--- config.mk ---
export PLATFORM = sky130hd
export DESIGN_NAME = ascs_top
export DESIGN_NICKNAME = d
export VERILOG_FILES = /design/src/ascs_sar.v /design/src/ascs_sync.v /design/src/ascs_top.v
export VERILOG_INCLUDE_DIRS = /design/src
export SDC_FILE = /design/constraint.sdc
export NUM_CORES = 1
export LEC_CHECK = 0
export ABC_CLOCK_PERIOD_IN_PS = 2460
export BUFFER_PORTS_ARGS = -buffer_cell sky130_fd_sc_hd__buf_2
export CORE_MARGIN = 1.5
export CORE_UTILIZATION = 45
export CTS_CLUSTER_DIAMETER = 200
export DETAILED_ROUTE_END_ITERATION = 16
export GPL_ROUTABILITY_DRIVEN = 0
export PLACE_DENSITY = 0.64
export SLEW_MARGIN = 20
export SYNTH_ARGS = -nofsm -noshare
export SYNTH_HDL_FRONTEND = slang
export SYNTH_SLANG_ARGS = --single-unit
--- constraint.sdc ---
create_clock -name sys_clk -period 2.46 [get_ports sys_clk]
set_clock_uncertainty 0.05 [all_clocks]
set_input_delay 0.492 -clock sys_clk [delete_from_list [all_inputs] [get_ports sys_clk]]
set_output_delay 0.492 -clock sys_clk [all_outputs]
set_load 0.03 [all_outputs]
--- src/ascs_defs.vh ---
// Behaviour
// [RQ1] each result is a 14-bit word built by successive approximation
// [RQ2] control byte with mode bits 0 then 1 starts a calibration cycle
// [RQ3] clock-source bit of the calibration byte picks the calibration clock
// [RQ4] bit 6 of every control byte selects unipolar or bipolar range
// [RQ5] power-down request input low puts the device into shutdown
// [RQ6] hard reset input low halts everything and restores power-on state
// [RQ7] external clock: strobe rests low, pulses high one serial clock at start
// [RQ8] internal clock: strobe low at conversion start, high when finished
// [RQ9] serial input sampled on every rising serial clock while select is low
// [RQ10] leading zeros ignored; first 1 after select fall or completion is start bit
// [RQ11] serial result output changes only on falling serial clock edges
// [RQ12] serial result output is high-impedance while select is high
// [RQ13] control bytes need select low; interface disabled while select high
// [RQ14] three user outputs follow control byte bits 0 to 2
// [RQ15] user outputs cleared at power-on reset and on hard reset
// [RQ16] user outputs hold and stay driven during any shutdown
// [RQ17] select high then low during acquisition or conversion re-arms start hunt
// [RQ18] start bit before conversion ends aborts it and begins new acquisition
// [RQ19] bit 5 picks oscillator or serial clock for conversion steps
// [RQ20] external clock mode: each approximation step paced by serial clock
// [RQ21] short mode: strobe after 7th falling edge, result msb on 8th
// [RQ22] long mode: strobe after 15th falling edge, result msb on 16th
// [RQ23] mode bits: 00 short, 01 calibrate, 10 power-down, 11 long
// [RQ24] range bit 1 means unipolar, 0 means bipolar
// [RQ25] result msb first, straight binary unipolar, two's complement bipolar
// [RQ26] all three user outputs update together on a new control byte
// [RQ27] seven bits follow the start bit; byte acted on only when complete
`ifndef ASCS_DEFS_VH
`define ASCS_DEFS_VH

// ***************************************************************
// control byte layout
// ***************************************************************
`define ASCS_BIT_RANGE    3
`define ASCS_BIT_CLKSRC   2
`define ASCS_BIT_MODE_HI  1
`define ASCS_BIT_MODE_LO  0
`define ASCS_BYTE_RANGE   6
`define ASCS_BYTE_CLKSRC  5
`define ASCS_BYTE_MODE_HI 4
`define ASCS_BYTE_MODE_LO 3
`define ASCS_PART_OFS     1
`define ASCS_MODE_SHORT   2'h0
`define ASCS_MODE_CAL     2'h1
`define ASCS_MODE_PD      2'h2
`define ASCS_MODE_LONG    2'h3
`define ASCS_SR_START     8'h01

// ***************************************************************
// result and timing
// ***************************************************************
`define ASCS_RES_W        14
`define ASCS_RES_MSB_MASK 14'h2000
`define ASCS_ACQ_SHORT    5'h07
`define ASCS_ACQ_LONG     5'h0F
`define ASCS_SYS_CLK_MHZ  40
`define ASCS_INT_OSC_NS   200
`define ASCS_INT_DIV_CYC  ((`ASCS_INT_OSC_NS * `ASCS_SYS_CLK_MHZ) / 1000)
`define ASCS_CAL_STEPS    8'h40

// ***************************************************************
// synchroniser order {comp, hrst_n, pd_n, din, cs_n, sclk}
// ***************************************************************
`define ASCS_SYNC_W       6
`define ASCS_SYNC_RST     6'h1A
`define ASCS_SYNC_SCLK    0
`define ASCS_SYNC_CS      1
`define ASCS_SYNC_DIN     2
`define ASCS_SYNC_PD      3
`define ASCS_SYNC_HRST    4
`define ASCS_SYNC_COMP    5

// ***************************************************************
// controller states
// ***************************************************************
`define ASCS_S_IDLE       5'h01
`define ASCS_S_CTRL       5'h02
`define ASCS_S_CEXT       5'h04
`define ASCS_S_CINT       5'h08
`define ASCS_S_CAL        5'h10

`endif

--- src/ascs_sar.v ---
`timescale 1ns/10ps
`include "ascs_defs.vh"
// ***************************************************************
// successive-approximation engine, one decision per step
// ***************************************************************
module ascs_sar (
   input  wire                   sys_clk,
   input  wire                   clr,
   input  wire                   start,
   input  wire                   abort,
   input  wire                   step,
   input  wire                   comp,
   output reg  [`ASCS_RES_W-1:0] trial,
   output reg                    busy,
   output reg                    done
);
   reg [`ASCS_RES_W-1:0] mask_reg;

   always @(posedge sys_clk) begin
      if (clr) begin
         trial    <= {`ASCS_RES_W{1'b0}};
         mask_reg <= {`ASCS_RES_W{1'b0}};
         busy     <= 1'b0;
         done     <= 1'b0;
      end else begin
         done <= 1'b0;
         if (start) begin
            trial    <= `ASCS_RES_MSB_MASK;
            mask_reg <= `ASCS_RES_MSB_MASK;
            busy     <= 1'b1;
         end else if (abort) begin
            busy     <= 1'b0;
            mask_reg <= {`ASCS_RES_W{1'b0}};
         end else if (step && busy) begin
            // comparator low means input below trial: drop the bit
            trial    <= (comp ? trial : (trial & ~mask_reg)) | (mask_reg >> 1); // RQ1
            mask_reg <= mask_reg >> 1;
            if (mask_reg[0]) begin
               busy <= 1'b0;
               done <= 1'b1;
            end
         end
      end
   end
endmodule

--- src/ascs_sync.v ---
`timescale 1ns/10ps
// ***************************************************************
// two-stage synchroniser for pin inputs
// ***************************************************************
module ascs_sync #(
   parameter W       = 1,
   parameter [W-1:0] RST_VAL = {W{1'b0}}
) (
   input  wire         sys_clk,
   input  wire         rst,
   input  wire [W-1:0] d,
   output reg  [W-1:0] q
);
   reg [W-1:0] meta_reg;

   always @(posedge sys_clk) begin
      if (rst) begin
         meta_reg <= RST_VAL;
         q        <= RST_VAL;
      end else begin
         meta_reg <= d;
         q        <= meta_reg;
      end
   end
endmodule

--- src/ascs_top.v ---
`timescale 1ns/10ps
`include "ascs_defs.vh"
module ascs_top (
   input  wire                   sys_clk,
   input  wire                   rst,
   input  wire                   sclk,
   input  wire                   cs_n,
   input  wire                   din,
   input  wire                   power_down_request_n,
   input  wire                   hard_reset_n,
   input  wire                   comp_in,
   output reg                    dout,
   output reg                    dout_oe_n,
   output reg                    conversion_strobe,
   output reg                    strobe_oe_n,
   output reg                    user_out_0,
   output reg                    user_out_1,
   output reg                    user_out_2,
   output wire [`ASCS_RES_W-1:0] dac_trial,
   output wire                   conv_busy,
   output reg                    range_unipolar,
   output reg                    clock_internal,
   output reg                    calibrating,
   output reg                    cal_clock_internal,
   output reg                    shutdown
);
   localparam integer INT_DIV_I = `ASCS_INT_DIV_CYC;
   localparam [7:0]   INT_DIV   = INT_DIV_I[7:0];

   // ***************************************************************
   // input synchronisation and edge detection
   // ***************************************************************
   wire [`ASCS_SYNC_W-1:0] sync_q;
   wire                    sclk_s;
   wire                    cs_s;
   wire                    din_s;
   wire                    pd_n_s;
   wire                    hrst_n_s;
   wire                    comp_s;
   reg                     sclk_prev_reg;
   wire                    clr;
   wire                    rise;
   wire                    fall;

   ascs_sync #(
      .W       (`ASCS_SYNC_W),
      .RST_VAL (`ASCS_SYNC_RST)
   ) u_sync (
      .sys_clk (sys_clk),
      .rst     (rst),
      .d       ({comp_in, hard_reset_n, power_down_request_n, din, cs_n, sclk}),
      .q       (sync_q)
   );

   assign sclk_s   = sync_q[`ASCS_SYNC_SCLK];
   assign cs_s     = sync_q[`ASCS_SYNC_CS];
   assign din_s    = sync_q[`ASCS_SYNC_DIN];
   assign pd_n_s   = sync_q[`ASCS_SYNC_PD];
   assign hrst_n_s = sync_q[`ASCS_SYNC_HRST];
   assign comp_s   = sync_q[`ASCS_SYNC_COMP];

   assign clr  = rst | ~hrst_n_s;                          // RQ6
   // edges only count while select is low
   assign rise = ~cs_s & sclk_s & ~sclk_prev_reg;          // RQ9 RQ13
   assign fall = ~cs_s & ~sclk_s & sclk_prev_reg;          // RQ13

   // ***************************************************************
   // controller registers
   // ***************************************************************
   reg  [4:0]             state_reg;
   reg  [4:0]             state_next;
   reg  [7:0]             ctrl_sr_reg;
   reg  [4:0]             fall_cnt_reg;
   reg                    ext_run_reg;
   reg  [1:0]             mode_reg;
   reg                    sw_pd_reg;
   reg  [7:0]             cal_cnt_reg;
   reg  [7:0]             div_cnt_reg;
   reg  [`ASCS_RES_W-1:0] out_mask_reg;

   wire st_idle = state_reg[0];
   wire st_ctrl = state_reg[1];
   wire st_cext = state_reg[2];
   wire st_cint = state_reg[3];
   wire st_cal  = state_reg[4];

   // ***************************************************************
   // control byte decode
   // ***************************************************************
   wire [7:0] byte_w;
   wire [1:0] b_mode;
   wire       b_conv;
   wire       byte_done;
   wire       hunt;
   wire       cs_abort;

   assign byte_w    = {ctrl_sr_reg[6:0], din_s};
   assign b_mode    = {byte_w[`ASCS_BYTE_MODE_HI], byte_w[`ASCS_BYTE_MODE_LO]}; // RQ23
   assign b_conv    = (b_mode == `ASCS_MODE_SHORT) || (b_mode == `ASCS_MODE_LONG);
   // start bit sits at bit 6 just before the eighth bit arrives
   assign byte_done = rise & st_ctrl & ctrl_sr_reg[6];                       // RQ27
   // leading zeros fall through; first 1 opens a byte, aborting a conversion
   assign hunt      = rise & din_s & pd_n_s & (st_idle | st_cext | st_cint); // RQ10 RQ18
   assign cs_abort  = cs_s & (st_ctrl | st_cext);                            // RQ17

   // partial byte seen before the eighth bit, for the short-mode strobe
   wire [1:0] p_mode;
   wire       p_ext;
   wire       cur_long;
   wire       cur_ext;
   wire [4:0] acq;
   wire [4:0] fall_inc;
   wire       strobe_go;

   assign p_mode   = {ctrl_sr_reg[`ASCS_BYTE_MODE_HI - `ASCS_PART_OFS],
                      ctrl_sr_reg[`ASCS_BYTE_MODE_LO - `ASCS_PART_OFS]};
   assign p_ext    = ~ctrl_sr_reg[`ASCS_BYTE_CLKSRC - `ASCS_PART_OFS];
   assign cur_long = st_ctrl ? (p_mode == `ASCS_MODE_LONG) : (mode_reg == `ASCS_MODE_LONG);
   assign cur_ext  = st_ctrl ? (p_ext && ((p_mode == `ASCS_MODE_SHORT) ||
                                          (p_mode == `ASCS_MODE_LONG))) : st_cext;
   assign acq      = cur_long ? `ASCS_ACQ_LONG : `ASCS_ACQ_SHORT;      // RQ21 RQ22
   assign fall_inc = fall_cnt_reg + 5'h01;
   assign strobe_go = fall & cur_ext & ~ext_run_reg & (fall_inc == acq); // RQ21 RQ22

   // ***************************************************************
   // conversion clocks and approximation engine
   // ***************************************************************
   wire div_run;
   wire int_tick;
   wire int_go;
   wire sar_step;
   wire sar_done;
   wire cal_tick;

   assign div_run  = st_cint | (st_cal & cal_clock_internal);
   assign int_tick = div_run & (div_cnt_reg == INT_DIV - 8'h01);
   assign int_go   = byte_done & b_conv & byte_w[`ASCS_BYTE_CLKSRC];   // RQ19
   // external steps ride the serial clock, internal ones the oscillator
   assign sar_step = (ext_run_reg & rise) | (st_cint & int_tick);      // RQ19 RQ20
   assign cal_tick = cal_clock_internal ? int_tick : rise;             // RQ3

   ascs_sar u_sar (
      .sys_clk (sys_clk),
      .clr     (clr),
      .start   (strobe_go | int_go),
      .abort   (hunt | cs_abort),                                      // RQ18
      .step    (sar_step),
      .comp    (comp_s),
      .trial   (dac_trial),
      .busy    (conv_busy),
      .done    (sar_done)
   );

   // ***************************************************************
   // next state
   // ***************************************************************
   always @* begin
      state_next = state_reg;
      case (state_reg)
         `ASCS_S_IDLE: begin
            if (hunt)
               state_next = `ASCS_S_CTRL;
         end
         `ASCS_S_CTRL: begin
            if (cs_abort)
               state_next = `ASCS_S_IDLE;                              // RQ17
            else if (byte_done) begin
               if (b_mode == `ASCS_MODE_CAL)
                  state_next = `ASCS_S_CAL;                            // RQ2
               else if (!b_conv)
                  state_next = `ASCS_S_IDLE;
               else if (byte_w[`ASCS_BYTE_CLKSRC])
                  state_next = `ASCS_S_CINT;
               else
                  state_next = `ASCS_S_CEXT;
            end
         end
         `ASCS_S_CEXT: begin
            if (hunt)
               state_next = `ASCS_S_CTRL;                              // RQ18
            else if (cs_abort || sar_done)
               state_next = `ASCS_S_IDLE;                              // RQ10 RQ17
         end
         `ASCS_S_CINT: begin
            if (hunt)
               state_next = `ASCS_S_CTRL;                              // RQ18
            else if (sar_done)
               state_next = `ASCS_S_IDLE;                              // RQ10
         end
         `ASCS_S_CAL: begin
            if (cal_tick && cal_cnt_reg == `ASCS_CAL_STEPS - 8'h01)
               state_next = `ASCS_S_IDLE;                              // RQ10
         end
         default: state_next = `ASCS_S_IDLE;
      endcase
   end

   // ***************************************************************
   // sequencing, serial output and pins
   // ***************************************************************
   always @(posedge sys_clk) begin
      if (clr) begin
         sclk_prev_reg      <= 1'b0;
         state_reg          <= `ASCS_S_IDLE;
         ctrl_sr_reg        <= 8'h00;
         fall_cnt_reg       <= 5'h00;
         ext_run_reg        <= 1'b0;
         mode_reg           <= `ASCS_MODE_SHORT;
         sw_pd_reg          <= 1'b0;
         cal_cnt_reg        <= 8'h00;
         div_cnt_reg        <= 8'h00;
         out_mask_reg       <= {`ASCS_RES_W{1'b0}};
         dout               <= 1'b0;
         dout_oe_n          <= 1'b1;
         conversion_strobe  <= 1'b0;
         strobe_oe_n        <= 1'b1;
         user_out_0         <= 1'b0;                                   // RQ15
         user_out_1         <= 1'b0;                                   // RQ15
         user_out_2         <= 1'b0;                                   // RQ15
         range_unipolar     <= 1'b0;
         clock_internal     <= 1'b0;
         calibrating        <= 1'b0;
         cal_clock_internal <= 1'b0;
         shutdown           <= 1'b0;
      end else begin
         sclk_prev_reg <= sclk_s;
         state_reg     <= state_next;

         // byte shifter: start bit loads a marker, then one bit per rise
         if (hunt)
            ctrl_sr_reg <= `ASCS_SR_START;                             // RQ10
         else if (rise && st_ctrl)
            ctrl_sr_reg <= byte_w;                                     // RQ9 RQ27

         if (hunt)
            fall_cnt_reg <= 5'h00;
         else if (fall && (st_ctrl || st_cext) && !ext_run_reg)
            fall_cnt_reg <= fall_inc;

         if (hunt || cs_abort || sar_done)
            ext_run_reg <= 1'b0;
         else if (strobe_go)
            ext_run_reg <= 1'b1;

         // whole byte accepted at once
         if (byte_done) begin
            user_out_0     <= byte_w[0];                               // RQ14 RQ26
            user_out_1     <= byte_w[1];                               // RQ14 RQ26
            user_out_2     <= byte_w[2];                               // RQ14 RQ26
            range_unipolar <= byte_w[`ASCS_BYTE_RANGE];                // RQ4 RQ24
            mode_reg       <= b_mode;
            sw_pd_reg      <= (b_mode == `ASCS_MODE_PD);               // RQ23
            if (b_conv)
               clock_internal <= byte_w[`ASCS_BYTE_CLKSRC];            // RQ19
            if (b_mode == `ASCS_MODE_CAL)
               cal_clock_internal <= byte_w[`ASCS_BYTE_CLKSRC];        // RQ3
         end

         if (byte_done && b_mode == `ASCS_MODE_CAL) begin
            calibrating <= 1'b1;                                       // RQ2
            cal_cnt_reg <= 8'h00;
         end else if (st_cal && cal_tick) begin
            cal_cnt_reg <= cal_cnt_reg + 8'h01;
            if (cal_cnt_reg == `ASCS_CAL_STEPS - 8'h01)
               calibrating <= 1'b0;
         end

         if (!div_run || int_tick)
            div_cnt_reg <= 8'h00;
         else
            div_cnt_reg <= div_cnt_reg + 8'h01;

         // strobe
         if (strobe_go)
            conversion_strobe <= 1'b1;                                 // RQ7
         else if (int_go)
            conversion_strobe <= 1'b0;                                 // RQ8
         else if (st_cint && sar_done)
            conversion_strobe <= 1'b1;                                 // RQ8
         else if (byte_done && b_conv && !ext_run_reg)
            conversion_strobe <= 1'b0;                                 // RQ7
         else if (fall && ext_run_reg && !clock_internal)
            conversion_strobe <= 1'b0;                                 // RQ7

         // result shifter, msb first, one bit per falling edge
         if (hunt || cs_abort)
            out_mask_reg <= {`ASCS_RES_W{1'b0}};
         else if (strobe_go || (st_cint && sar_done))
            out_mask_reg <= `ASCS_RES_MSB_MASK;                        // RQ21 RQ22
         else if (fall && (out_mask_reg != {`ASCS_RES_W{1'b0}}))
            out_mask_reg <= out_mask_reg >> 1;

         if (fall) begin
            // bipolar flips the msb to give two's complement
            dout <= (|(dac_trial & out_mask_reg)) ^
                    (out_mask_reg[`ASCS_RES_W-1] & ~range_unipolar);   // RQ11 RQ25
         end

         dout_oe_n   <= cs_s;                                          // RQ12
         strobe_oe_n <= cs_s & ~clock_internal;
         // user outputs are untouched here, so they hold through shutdown
         shutdown    <= ~pd_n_s | sw_pd_reg;                           // RQ5 RQ16
      end
   end
endmodule

==> qor.json, run 1 <==
{
  "clock_tree.buffer_depth": {"value": 2},
  "worst_pin_slew": {"value": 666, "unit": "ps"},
  "dpl.cell_count": {"value": 648},
  "clkTransAtPathRegs": {"value": 100, "unit": "ps"},
  "num-nets-final": {"value": 542},
  "fin_cells": {"value": 664},
  "max-vdd-ir-drop": {"value": 425, "unit": "uV"},
  "cp_data_arrival_time": {"value": 2460, "unit": "ps"},
  "worst_setup_path_start_kind": {"value": "flip-flop"},
  "run_status": {"value": "complete, no violations"},
  "grtUsageTotal": {"value": 19.4, "unit": "%"},
  "largest_net_degree_at_the_start_of_global_routing": {"value": 30},
  "slowest_delay": {"value": 590, "unit": "ps"},
  "timing.hold.worst.class": {"value": "in2reg"},
  "finalCoreUtilization": {"value": 51.9, "unit": "%"},
  "rows": {"value": 36},
  "power_frac_seq": {"value": 60.3, "unit": "%"},
  "cts_htree_levels": {"value": 3},
  "clk_latency": {"value": 390, "unit": "ps"},
  "switching_share": {"value": 21.8, "unit": "%"},
  "synth_top_cell_area_share": {"value": 46.3, "unit": "%"},
  "ys_ff_latch": {"value": 106},
  "critPathSlowestCell": {"value": "sky130_fd_sc_hd__nor3b_1"},
  "setup-violations-final": {"value": 0},
  "clkPwrFrac": {"value": 37.4, "unit": "%"},
  "drc_errors": {"value": 0},
  "hold_viol_final": {"value": 0},
  "p_sw": {"value": 627, "unit": "uW"},
  "synthMostInstantiatedCell": {"value": "sky130_fd_sc_hd__dfxtp_1"},
  "worst-r2r-cell-count": {"value": 5},
  "ys_async_sr_fraction": {"value": 0, "unit": "%"},
  "die_h": {"value": 104, "unit": "um"},
  "setup.worst_path.end_class": {"value": "flip-flop"},
  "synth_seq_area_share": {"value": 46.3, "unit": "%"},
  "final_antenna_net_count": {"value": 0},
  "totalWireLength": {"value": 10000, "unit": "um"},
  "synthesis.nets": {"value": 513},
  "buffer_ports.inserted": {"value": 34},
  "detailedPlace.worstSlack": {"value": 177, "unit": "ps"},
  "timing.critical_path.depth": {"value": 5},
  "power_per_cell_area": {"value": 563, "unit": "mW/mm^2"},
  "drt_pass1_iterations": {"value": 4},
  "worst-path-buf-inv": {"value": 0},
  "share_of_post_route_cells_with_drive_strength_above_1": {"value": 14.5, "unit": "%"},
  "worst-endpoint-required": {"value": 2680, "unit": "ps"},
  "numCtsBuffers": {"value": 9},
  "chipWidth": {"value": 104, "unit": "um"},
  "viasPerCell": {"value": 5.53},
  "dominantRegCellSynth": {"value": "sky130_fd_sc_hd__dfxtp_1"},
  "timing.max_slew.rel_slack": {"value": 55.5, "unit": "%"},
  "post_synth_inst_count": {"value": 497},
  "post_layout_minimum_cycle_time": {"value": 2240, "unit": "ps"},
  "intPower": {"value": 2.25, "unit": "mW"},
  "final.setup.worst_slack": {"value": 219, "unit": "ps"},
  "critPathMaxFanout": {"value": 15},
  "dr.first_iter.drc_count": {"value": 189},
  "worstHoldPathCells": {"value": 2},
  "floorplan_core_area": {"value": 0.00982, "unit": "sq mm"},
  "path_class": {"value": "reg2reg"},
  "maxCapViolations": {"value": 0},
  "post_synth_instance_area": {"value": 0.00459, "unit": "sq mm"},
  "syn-mean-instance-area": {"value": 9.23, "unit": "sq um"},
  "report.final.slew_viol_count": {"value": 0},
  "overflow": {"value": 0},
  "area_overhead_vs_synth": {"value": 11.2, "unit": "%"},
  "fmax": {"value": 446, "unit": "MHz"},
  "power.combinational.fraction": {"value": 2.3, "unit": "%"},
  "cts_root_buffer": {"value": "sky130_fd_sc_hd__clkbuf_8"},
  "grt_pass1_vias": {"value": 3420},
  "post_synth_edffs": {"value": 0},
  "antenna_cells": {"value": 0},
  "ys_types": {"value": 58},
  "finalSetupTns": {"value": 0, "unit": "ps"},
  "rsz0062_at_grt": {"value": "false"},
  "hpwl": {"value": 7120, "unit": "um"},
  "clkSinkCount": {"value": 106},
  "floorplan.io_pins": {"value": 35},
  "post-route-period-util": {"value": 91.1, "unit": "%"},
  "synth.top_cells.by_count": {"value": "sky130_fd_sc_hd__dfxtp_1 (106), sky130_fd_sc_hd__nor3_1 (45), sky130_fd_sc_hd__nor2_1 (39)"},
  "synth_top_cell_by_area": {"value": "sky130_fd_sc_hd__dfxtp_1"},
  "synth.top_cells.by_area": {"value": "sky130_fd_sc_hd__dfxtp_1 (46%), sky130_fd_sc_hd__mux2i_1 (6.5%), sky130_fd_sc_hd__nor3_1 (4.9%), sky130_fd_sc_hd__nor2_1 (3.2%), sky130_fd_sc_hd__nand2_1 (3.0%)"},
  "timing.critical_path.cells": {"value": "nor3b_1, a32oi_4, nand2b_1, o41ai_1, a211oi_1"},
  "critPathTopFamily": {"value": "simple AND/OR/NAND/NOR gates"},
  "antenna_violations_before_repair": {"value": 0},
  "avgRoutedWirePerCell": {"value": 15.1, "unit": "um"},
  "initial_utilization": {"value": 46.7, "unit": "%"},
  "synth.yosys.warnings": {"value": 0},
  "tritoncts": {"value": "built"},
  "p_leak": {"value": 1.85, "unit": "nW"},
  "grt_pass1_wl": {"value": 17000, "unit": "um"},
  "floorplan.die_area": {"value": 0.0108, "unit": "sq mm"},
  "num_vias": {"value": 3670}
}
-- logic make-up (layout without fill, tap and decap cells) --
family / after synthesis / after routing / share of synthesized area [%]
and+or+nand+nor: 210 / 210 / 24.6
DFF: 106 / 106 / 46.3
AOI/OAI and AO/OA: 79 / 79 / 12.0
buffers and inverters: 40 / 74 / 3.79
muxes: 31 / 31 / 6.79
xor gates and xnor gates: 23 / 23 / 4.39
adders and majority gates: 8 / 8 / 2.18
-- power groups by stage --
stage / clock [mW] / combinational [mW] / sequential [mW]
5_1_grt: 1.17 / 0.0720 / 1.74
4_1_cts: 1.11 / 0.0656 / 1.73
6_report: 1.07 / 0.0649 / 1.73
3_5_place_dp: 0 / 0.0657 / 1.77
3_3_place_gp: 0 / 0.0641 / 1.77
2_1_floorplan: 0 / 0.0443 / 1.77
-- per-layer routing --
metal / vias to the layer above / share of wire, % / global-route usage, % / wire length (um)
met3: 13 / 4.2 / 5.14 / 421
met2: 62 / 46 / 30.1 / 4580
met4: 0 / 1.2 / 7.14 / 125
met5: - / 0 / 0 / 0
met1: 1754 / 49 / 25.9 / 4920
li1: 1841 / - / - / -
-- area by class of cell --
| class | count | area, sq um |
|---|---|---|
| multi-input combinational | 351 | 2300 |
| fill | 943 | 4720 |
| clock inverter | 4 | 51.3 |
| sequential | 106 | 2120 |
| inverter | 10 | 37.5 |
| timing repair buffer | 48 | 275 |
| tap | 133 | 166 |
| clock buffer | 12 | 145 |
-- repair_timing --
item / CTS / global route
buffers inserted: 0 / 0
hold buffers: 0 / 0
endpoints found under the setup margin: 0 / 4
resized for setup: 0 / 1
-- per-stage QoR --
step	hold slack [ps]	power (mW)	cell area, sq um
floorplan	339	1.82	4590
global placement	341	1.84	4890
detailed placement	351	1.84	4890
CTS	225	2.90	5090
global route	224	2.98	5100
finish	240	2.87	5100
-- worst reg2reg max path: cells and delay by family (launching register included) --
family	cells	cell delay, ps
simple gates	2	960
compound gates	3	690
flops	1	440
-- worst paths after layout --
kind                                  from                            end  slack, ps
min                           hard_reset_n  u_sync.meta_reg[4]$_SDFF_PP1_        240
max reg2reg         u_sync.q[0]$_SDFF_PP0_   u_sar.trial[12]$_SDFFE_PP0P_        220
min reg2reg  u_sync.meta_reg[1]$_SDFF_PP1_         u_sync.q[1]$_SDFF_PP1_        370
max                 u_sync.q[0]$_SDFF_PP0_   u_sar.trial[12]$_SDFFE_PP0P_        220
-- placed cells by master (no fill, tap or decap), types with 9 or more instances in the layout --
cell and n:
sky130_fd_sc_hd__a21oi_1 22, sky130_fd_sc_hd__a22oi_1 16, sky130_fd_sc_hd__buf_2 34, sky130_fd_sc_hd__buf_4 14
sky130_fd_sc_hd__clkbuf_8 10, sky130_fd_sc_hd__dfxtp_1 106, sky130_fd_sc_hd__inv_1 10, sky130_fd_sc_hd__mux2i_1 30
sky130_fd_sc_hd__nand2_1 37, sky130_fd_sc_hd__nand2b_1 18, sky130_fd_sc_hd__nand3_1 9, sky130_fd_sc_hd__nor2_1 39
sky130_fd_sc_hd__nor2b_1 9, sky130_fd_sc_hd__nor3_1 45, sky130_fd_sc_hd__or4_1 11, sky130_fd_sc_hd__xnor2_1 12
sky130_fd_sc_hd__xor2_1 11
(Power assumes the default switching activity.)
==> inputs of run 2 (changes only) <==
Settings changed: SYNTH_HIERARCHICAL from default to 1.
==> run 2 against run 1 <==
Cell count is 2.4% higher. Wire length down 1.3%. Largest cell class is now sequential cells. Synthesized area down 3.5%. Total power increased by 4.3%. Combinational power up 12%. Global-route usage is 0.38 points higher. Fmax is 2.4% lower. Sequential cell count is the same. Critical path depth did not move. Die area fell by 3.4%. Count of clock-buffer cells in the layout down 3. Highest routed layer unchanged.
==> qor.json, run 2 <==
{
  "run_status": {"value": "complete, no violations", "change": "unchanged"},
  "worst-endpoint-required": {"value": 2710, "unit": "ps", "change": "was 2680 ps"},
  "synthMostInstantiatedCell": {"value": "sky130_fd_sc_hd__nand2_1", "change": "was sky130_fd_sc_hd__dfxtp_1"},
  "timing.max_slew.rel_slack": {"value": 63.4, "unit": "%", "change": "was 55.5%"},
  "worst_setup_path_start_kind": {"value": "flip-flop", "change": "unchanged"},
  "rsz0062_at_grt": {"value": "false", "change": "unchanged"},
  "rows": {"value": 36, "change": "unchanged"},
  "avgRoutedWirePerCell": {"value": 14.6, "unit": "um", "change": "was 15.1 um"},
  "clkSinkCount": {"value": 106, "change": "unchanged"},
  "layout_commonest_cell": {"value": "sky130_fd_sc_hd__nand2_1", "change": "was sky130_fd_sc_hd__dfxtp_1"},
  "largest_net_degree_at_the_start_of_global_routing": {"value": 23, "change": "was 30"},
  "grt_pass1_wl": {"value": 16100, "unit": "um", "change": "was 17000 um"},
  "dr.first_iter.drc_count": {"value": 199, "change": "was 189"},
  "critPathTopFamily": {"value": "simple AND/OR/NAND/NOR gates", "change": "unchanged"},
  "ys_ff_latch": {"value": 106, "change": "unchanged"},
  "worst_pin_slew": {"value": 544, "unit": "ps", "change": "was 666 ps"},
  "report.final.slew_viol_count": {"value": 0, "change": "unchanged"},
  "synth.yosys.warnings": {"value": 6, "change": "was 0"},
  "post-route-period-util": {"value": 93.3, "unit": "%", "change": "was 91.1%"},
  "worstHoldPathCells": {"value": 2, "change": "unchanged"},
  "buffer_ports.inserted": {"value": 34, "change": "unchanged"},
  "maxCapViolations": {"value": 0, "change": "unchanged"},
  "hp-start": {"value": "hard_reset_n", "change": "unchanged"},
  "hold_buffers": {"value": 0, "change": "unchanged"},
  "synth.top_cells.by_area": {"value": "sky130_fd_sc_hd__dfxtp_1 (48%), sky130_fd_sc_hd__nand2_1 (9.6%), sky130_fd_sc_hd__a21oi_1 (5.7%), sky130_fd_sc_hd__a32o_1 (2.9%), sky130_fd_sc_hd__nand3_1 (2.9%)", "change": "was sky130_fd_sc_hd__dfxtp_1 (46%), sky130_fd_sc_hd__mux2i_1 (6.5%), sky130_fd_sc_hd__nor3_1 (4.9%), sky130_fd_sc_hd__nor2_1 (3.2%), sky130_fd_sc_hd__nand2_1 (3.0%)"},
  "r2r-start": {"value": "u_sync/q[1]$_SDFF_PP1_", "change": "was u_sync.q[0]$_SDFF_PP0_"},
  "timing.hold.worst.class": {"value": "in2reg", "change": "unchanged"},
  "critPathMaxFanout": {"value": 12, "change": "was 15"},
  "grtUsageTotal": {"value": 19.8, "unit": "%", "change": "was 19.4%"},
  "worst-path-buf-inv": {"value": 0, "change": "unchanged"},
  "worst_r2r_endpoint": {"value": "u_sar/trial[13]$_SDFFE_PP0P_", "change": "was u_sar.trial[12]$_SDFFE_PP0P_"},
  "finalSetupTns": {"value": 0, "unit": "ps", "change": "unchanged"},
  "worst_reg2reg_setup_slack": {"value": 170, "unit": "ps", "change": "was 220 ps"},
  "power_per_cell_area": {"value": 605, "unit": "mW/mm^2", "change": "was 563 mW/mm^2"},
  "die_h": {"value": 102, "unit": "um", "change": "was 104 um"},
  "worst-r2r-cell-count": {"value": 5, "change": "unchanged"},
  "post_layout_minimum_cycle_time": {"value": 2290, "unit": "ps", "change": "was 2240 ps"},
  "cp_data_arrival_time": {"value": 2540, "unit": "ps", "change": "was 2460 ps"},
  "totalWireLength": {"value": 9910, "unit": "um", "change": "was 10000 um"},
  "detailedPlace.worstSlack": {"value": 118, "unit": "ps", "change": "was 177 ps"},
  "synth_top_cell_area_share": {"value": 47.9, "unit": "%", "change": "was 46.3%"},
  "post_synth_instance_area": {"value": 0.00443, "unit": "sq mm", "change": "was 0.00459 sq mm"},
  "cts_root_buffer": {"value": "sky130_fd_sc_hd__clkbuf_8", "change": "unchanged"},
  "hpwl": {"value": 7140, "unit": "um", "change": "was 7120 um"},
  "clkTransAtPathRegs": {"value": 100, "unit": "ps", "change": "about the same"},
  "floorplan.io_pins": {"value": 35, "change": "unchanged"},
  "initial_utilization": {"value": 45.9, "unit": "%", "change": "was 46.7%"},
  "ys_async_sr_fraction": {"value": 0, "unit": "%", "change": "unchanged"},
  "fillCellCount": {"value": 944, "change": "was 943"},
  "p_leak": {"value": 1.77, "unit": "nW", "change": "was 1.85 nW"},
  "viasPerCell": {"value": 5.40, "change": "was 5.53"},
  "overflow": {"value": 0, "change": "unchanged"},
  "syn-mean-instance-area": {"value": 8.77, "unit": "sq um", "change": "was 9.23 sq um"},
  "floorplan_core_area": {"value": 0.00964, "unit": "sq mm", "change": "was 0.00982 sq mm"},
  "path_class": {"value": "reg2reg", "change": "unchanged"},
  "drt_pass1_iterations": {"value": 5, "change": "was 4"},
  "post_synth_edffs": {"value": 0, "change": "unchanged"},
  "drc_errors": {"value": 0, "change": "unchanged"},
  "antenna_cells": {"value": 0, "change": "unchanged"},
  "dominantRegCellSynth": {"value": "sky130_fd_sc_hd__dfxtp_1", "change": "unchanged"},
  "final_antenna_net_count": {"value": 0, "change": "unchanged"},
  "post_synth_inst_count": {"value": 505, "change": "was 497"},
  "numCtsBuffers": {"value": 9, "change": "unchanged"},
  "num-nets-final": {"value": 558, "change": "was 542"},
  "hold_viol_final": {"value": 0, "change": "unchanged"},
  "slowest_delay": {"value": 420, "unit": "ps", "change": "was 590 ps"},
  "synth_seq_area_share": {"value": 47.9, "unit": "%", "change": "was 46.3%"},
  "setup.worst_path.end_class": {"value": "flip-flop", "change": "unchanged"},
  "max-vdd-ir-drop": {"value": 394, "unit": "uV", "change": "was 425 uV"},
  "setup-violations-final": {"value": 0, "change": "unchanged"},
  "grt_pass1_vias": {"value": 3274, "change": "was 3420"},
  "cts_htree_levels": {"value": 3, "change": "unchanged"},
  "chipWidth": {"value": 102, "unit": "um", "change": "was 104 um"},
  "floorplan.die_area": {"value": 0.0104, "unit": "sq mm", "change": "was 0.0108 sq mm"},
  "num_vias": {"value": 3671, "change": "was 3670"},
  "area_overhead_vs_synth": {"value": 11.9, "unit": "%", "change": "was 11.2%"},
  "critPathSlowestCell": {"value": "sky130_fd_sc_hd__dfxtp_1", "change": "was sky130_fd_sc_hd__nor3b_1"},
  "ys_types": {"value": 62, "change": "was 58"},
  "most-common-layout-cells": {"value": "sky130_fd_sc_hd__nand2_1 (112), sky130_fd_sc_hd__dfxtp_1 (106), sky130_fd_sc_hd__a21oi_1 (50), sky130_fd_sc_hd__nor2_1 (34), sky130_fd_sc_hd__buf_2 (34)", "change": "was sky130_fd_sc_hd__dfxtp_1 (106), sky130_fd_sc_hd__nor3_1 (45), sky130_fd_sc_hd__nor2_1 (39), sky130_fd_sc_hd__nand2_1 (37), sky130_fd_sc_hd__buf_2 (34)"},
  "post_cts_gate_resize_count": {"value": 0, "change": "unchanged"},
  "tritoncts": {"value": "built", "change": "unchanged"},
  "synth_top_cell_by_area": {"value": "sky130_fd_sc_hd__dfxtp_1", "change": "unchanged"},
  "antenna_violations_before_repair": {"value": 0, "change": "unchanged"},
  "terminating_pin_of_the_worst_hold_path": {"value": "u_sync/meta_reg[4]$_SDFF_PP1_", "change": "was u_sync.meta_reg[4]$_SDFF_PP1_"},
  "clock_tree.buffer_depth": {"value": 2, "change": "unchanged"},
  "share_of_post_route_cells_with_drive_strength_above_1": {"value": 15.7, "unit": "%", "change": "was 14.5%"},
  "final.setup.worst_slack": {"value": 165, "unit": "ps", "change": "was 219 ps"},
  "clk_latency": {"value": 380, "unit": "ps", "change": "was 390 ps"},
  "timing.critical_path.cells": {"value": "or3b_4, or3_4, o21ai_1, and4bb_2, a311oi_1", "change": "was nor3b_1, a32oi_4, nand2b_1, o41ai_1, a211oi_1"},
  "synthesis.nets": {"value": 521, "change": "was 513"},
  "synth.top_cells.by_count": {"value": "sky130_fd_sc_hd__nand2_1 (113), sky130_fd_sc_hd__dfxtp_1 (106), sky130_fd_sc_hd__a21oi_1 (50)", "change": "was sky130_fd_sc_hd__dfxtp_1 (106), sky130_fd_sc_hd__nor3_1 (45), sky130_fd_sc_hd__nor2_1 (39)"},
  "fmax": {"value": 436, "unit": "MHz", "change": "was 446 MHz"},
  "post_cts.repair.setup_buffers": {"value": 0, "change": "unchanged"}
}
[run 2: cells by family (layout without fill, tap and decap cells)]
group	count (synthesis)	after routing	synth area share (%)
adder cells (fa/ha/maj)	8	8	2.26
flip-flops	106	106	47.9
buffers and inverters	37	79	4.63
AO/OA/AOI/OAI	100	100	15.3
XOR/XNOR	21	21	4.15
AND/OR/NAND/NOR	233	233	25.7
[run 2: worst max path at each step]
stage / start / endpoint / slack, ps / cells after the start
6_report: u_sync/q[1]$_SDFF_PP1_ / u_sar/trial[13]$_SDFFE_PP0P_ / 170 / 5
5_1_grt: u_sync/q[0]$_SDFF_PP0_ / u_sar/trial[13]$_SDFFE_PP0P_ / 20 / 5
4_1_cts: u_sync/q[0]$_SDFF_PP0_ / u_sar/trial[13]$_SDFFE_PP0P_ / 60 / 5
3_5_place_dp: u_sync/q[0]$_SDFF_PP0_ / u_sar/trial[13]$_SDFFE_PP0P_ / 120 / 5
3_3_place_gp: u_sync/q[0]$_SDFF_PP0_ / u_sar/trial[13]$_SDFFE_PP0P_ / 160 / 5
2_1_floorplan: sclk_prev_reg$_SDFF_PP0_ / u_sar/trial[0]$_SDFFE_PP0P_ / 200 / 9
[run 2: area by class of cell]
class	instances	area (sq um)	area share, %
Clock buffer	9	124	2.50
Clock inverter	7	103	2.07
Inverter	14	52.6	1.06
Multi-Input combinational cell	362	2100	42.5
Sequential cell	106	2120	42.8
Tap cell	133	166	3.36
Timing Repair Buffer	49	283	5.71
[run 2: where the power goes]
group	total [mW]	internal (mW)	switching, mW
Clock	1.19	0.581	0.609
Combinational	0.0726	0.0237	0.0489
Sequential	1.73	1.73	0.00851
Total	3.00	2.33	0.666
[run 2: worst register-to-register path, cell delays in order, from the launching register on]
cell,delay [ps]
sky130_fd_sc_hd__dfxtp_1,420
sky130_fd_sc_hd__or3b_4,430
sky130_fd_sc_hd__or3_4,420
sky130_fd_sc_hd__o21ai_1,230
sky130_fd_sc_hd__and4bb_2,390
sky130_fd_sc_hd__a311oi_1,270
[run 2: stage by stage]
step | cell area [sq um] | hold slack, ps | cells | power [mW] | util (%)
3_3_place_gp | 4720 | 342 | 664 | 1.85 | 49.0
2_1_floorplan | 4430 | 333 | 505 | 1.82 | -
5_1_grt | 4950 | 243 | 680 | 3.11 | 51.4
3_5_place_dp | 4720 | 344 | 664 | 1.85 | 49.0
6_report | 4950 | 236 | 680 | 3.00 | 51.4
4_1_cts | 4950 | 222 | 680 | 3.03 | 51.4
[run 2: layer usage]
metal  GRT usage [%]  wire, um
met5               0         0
met4            6.53       140
met3            5.68       428
met2            30.5      4670
met1            26.7      4670
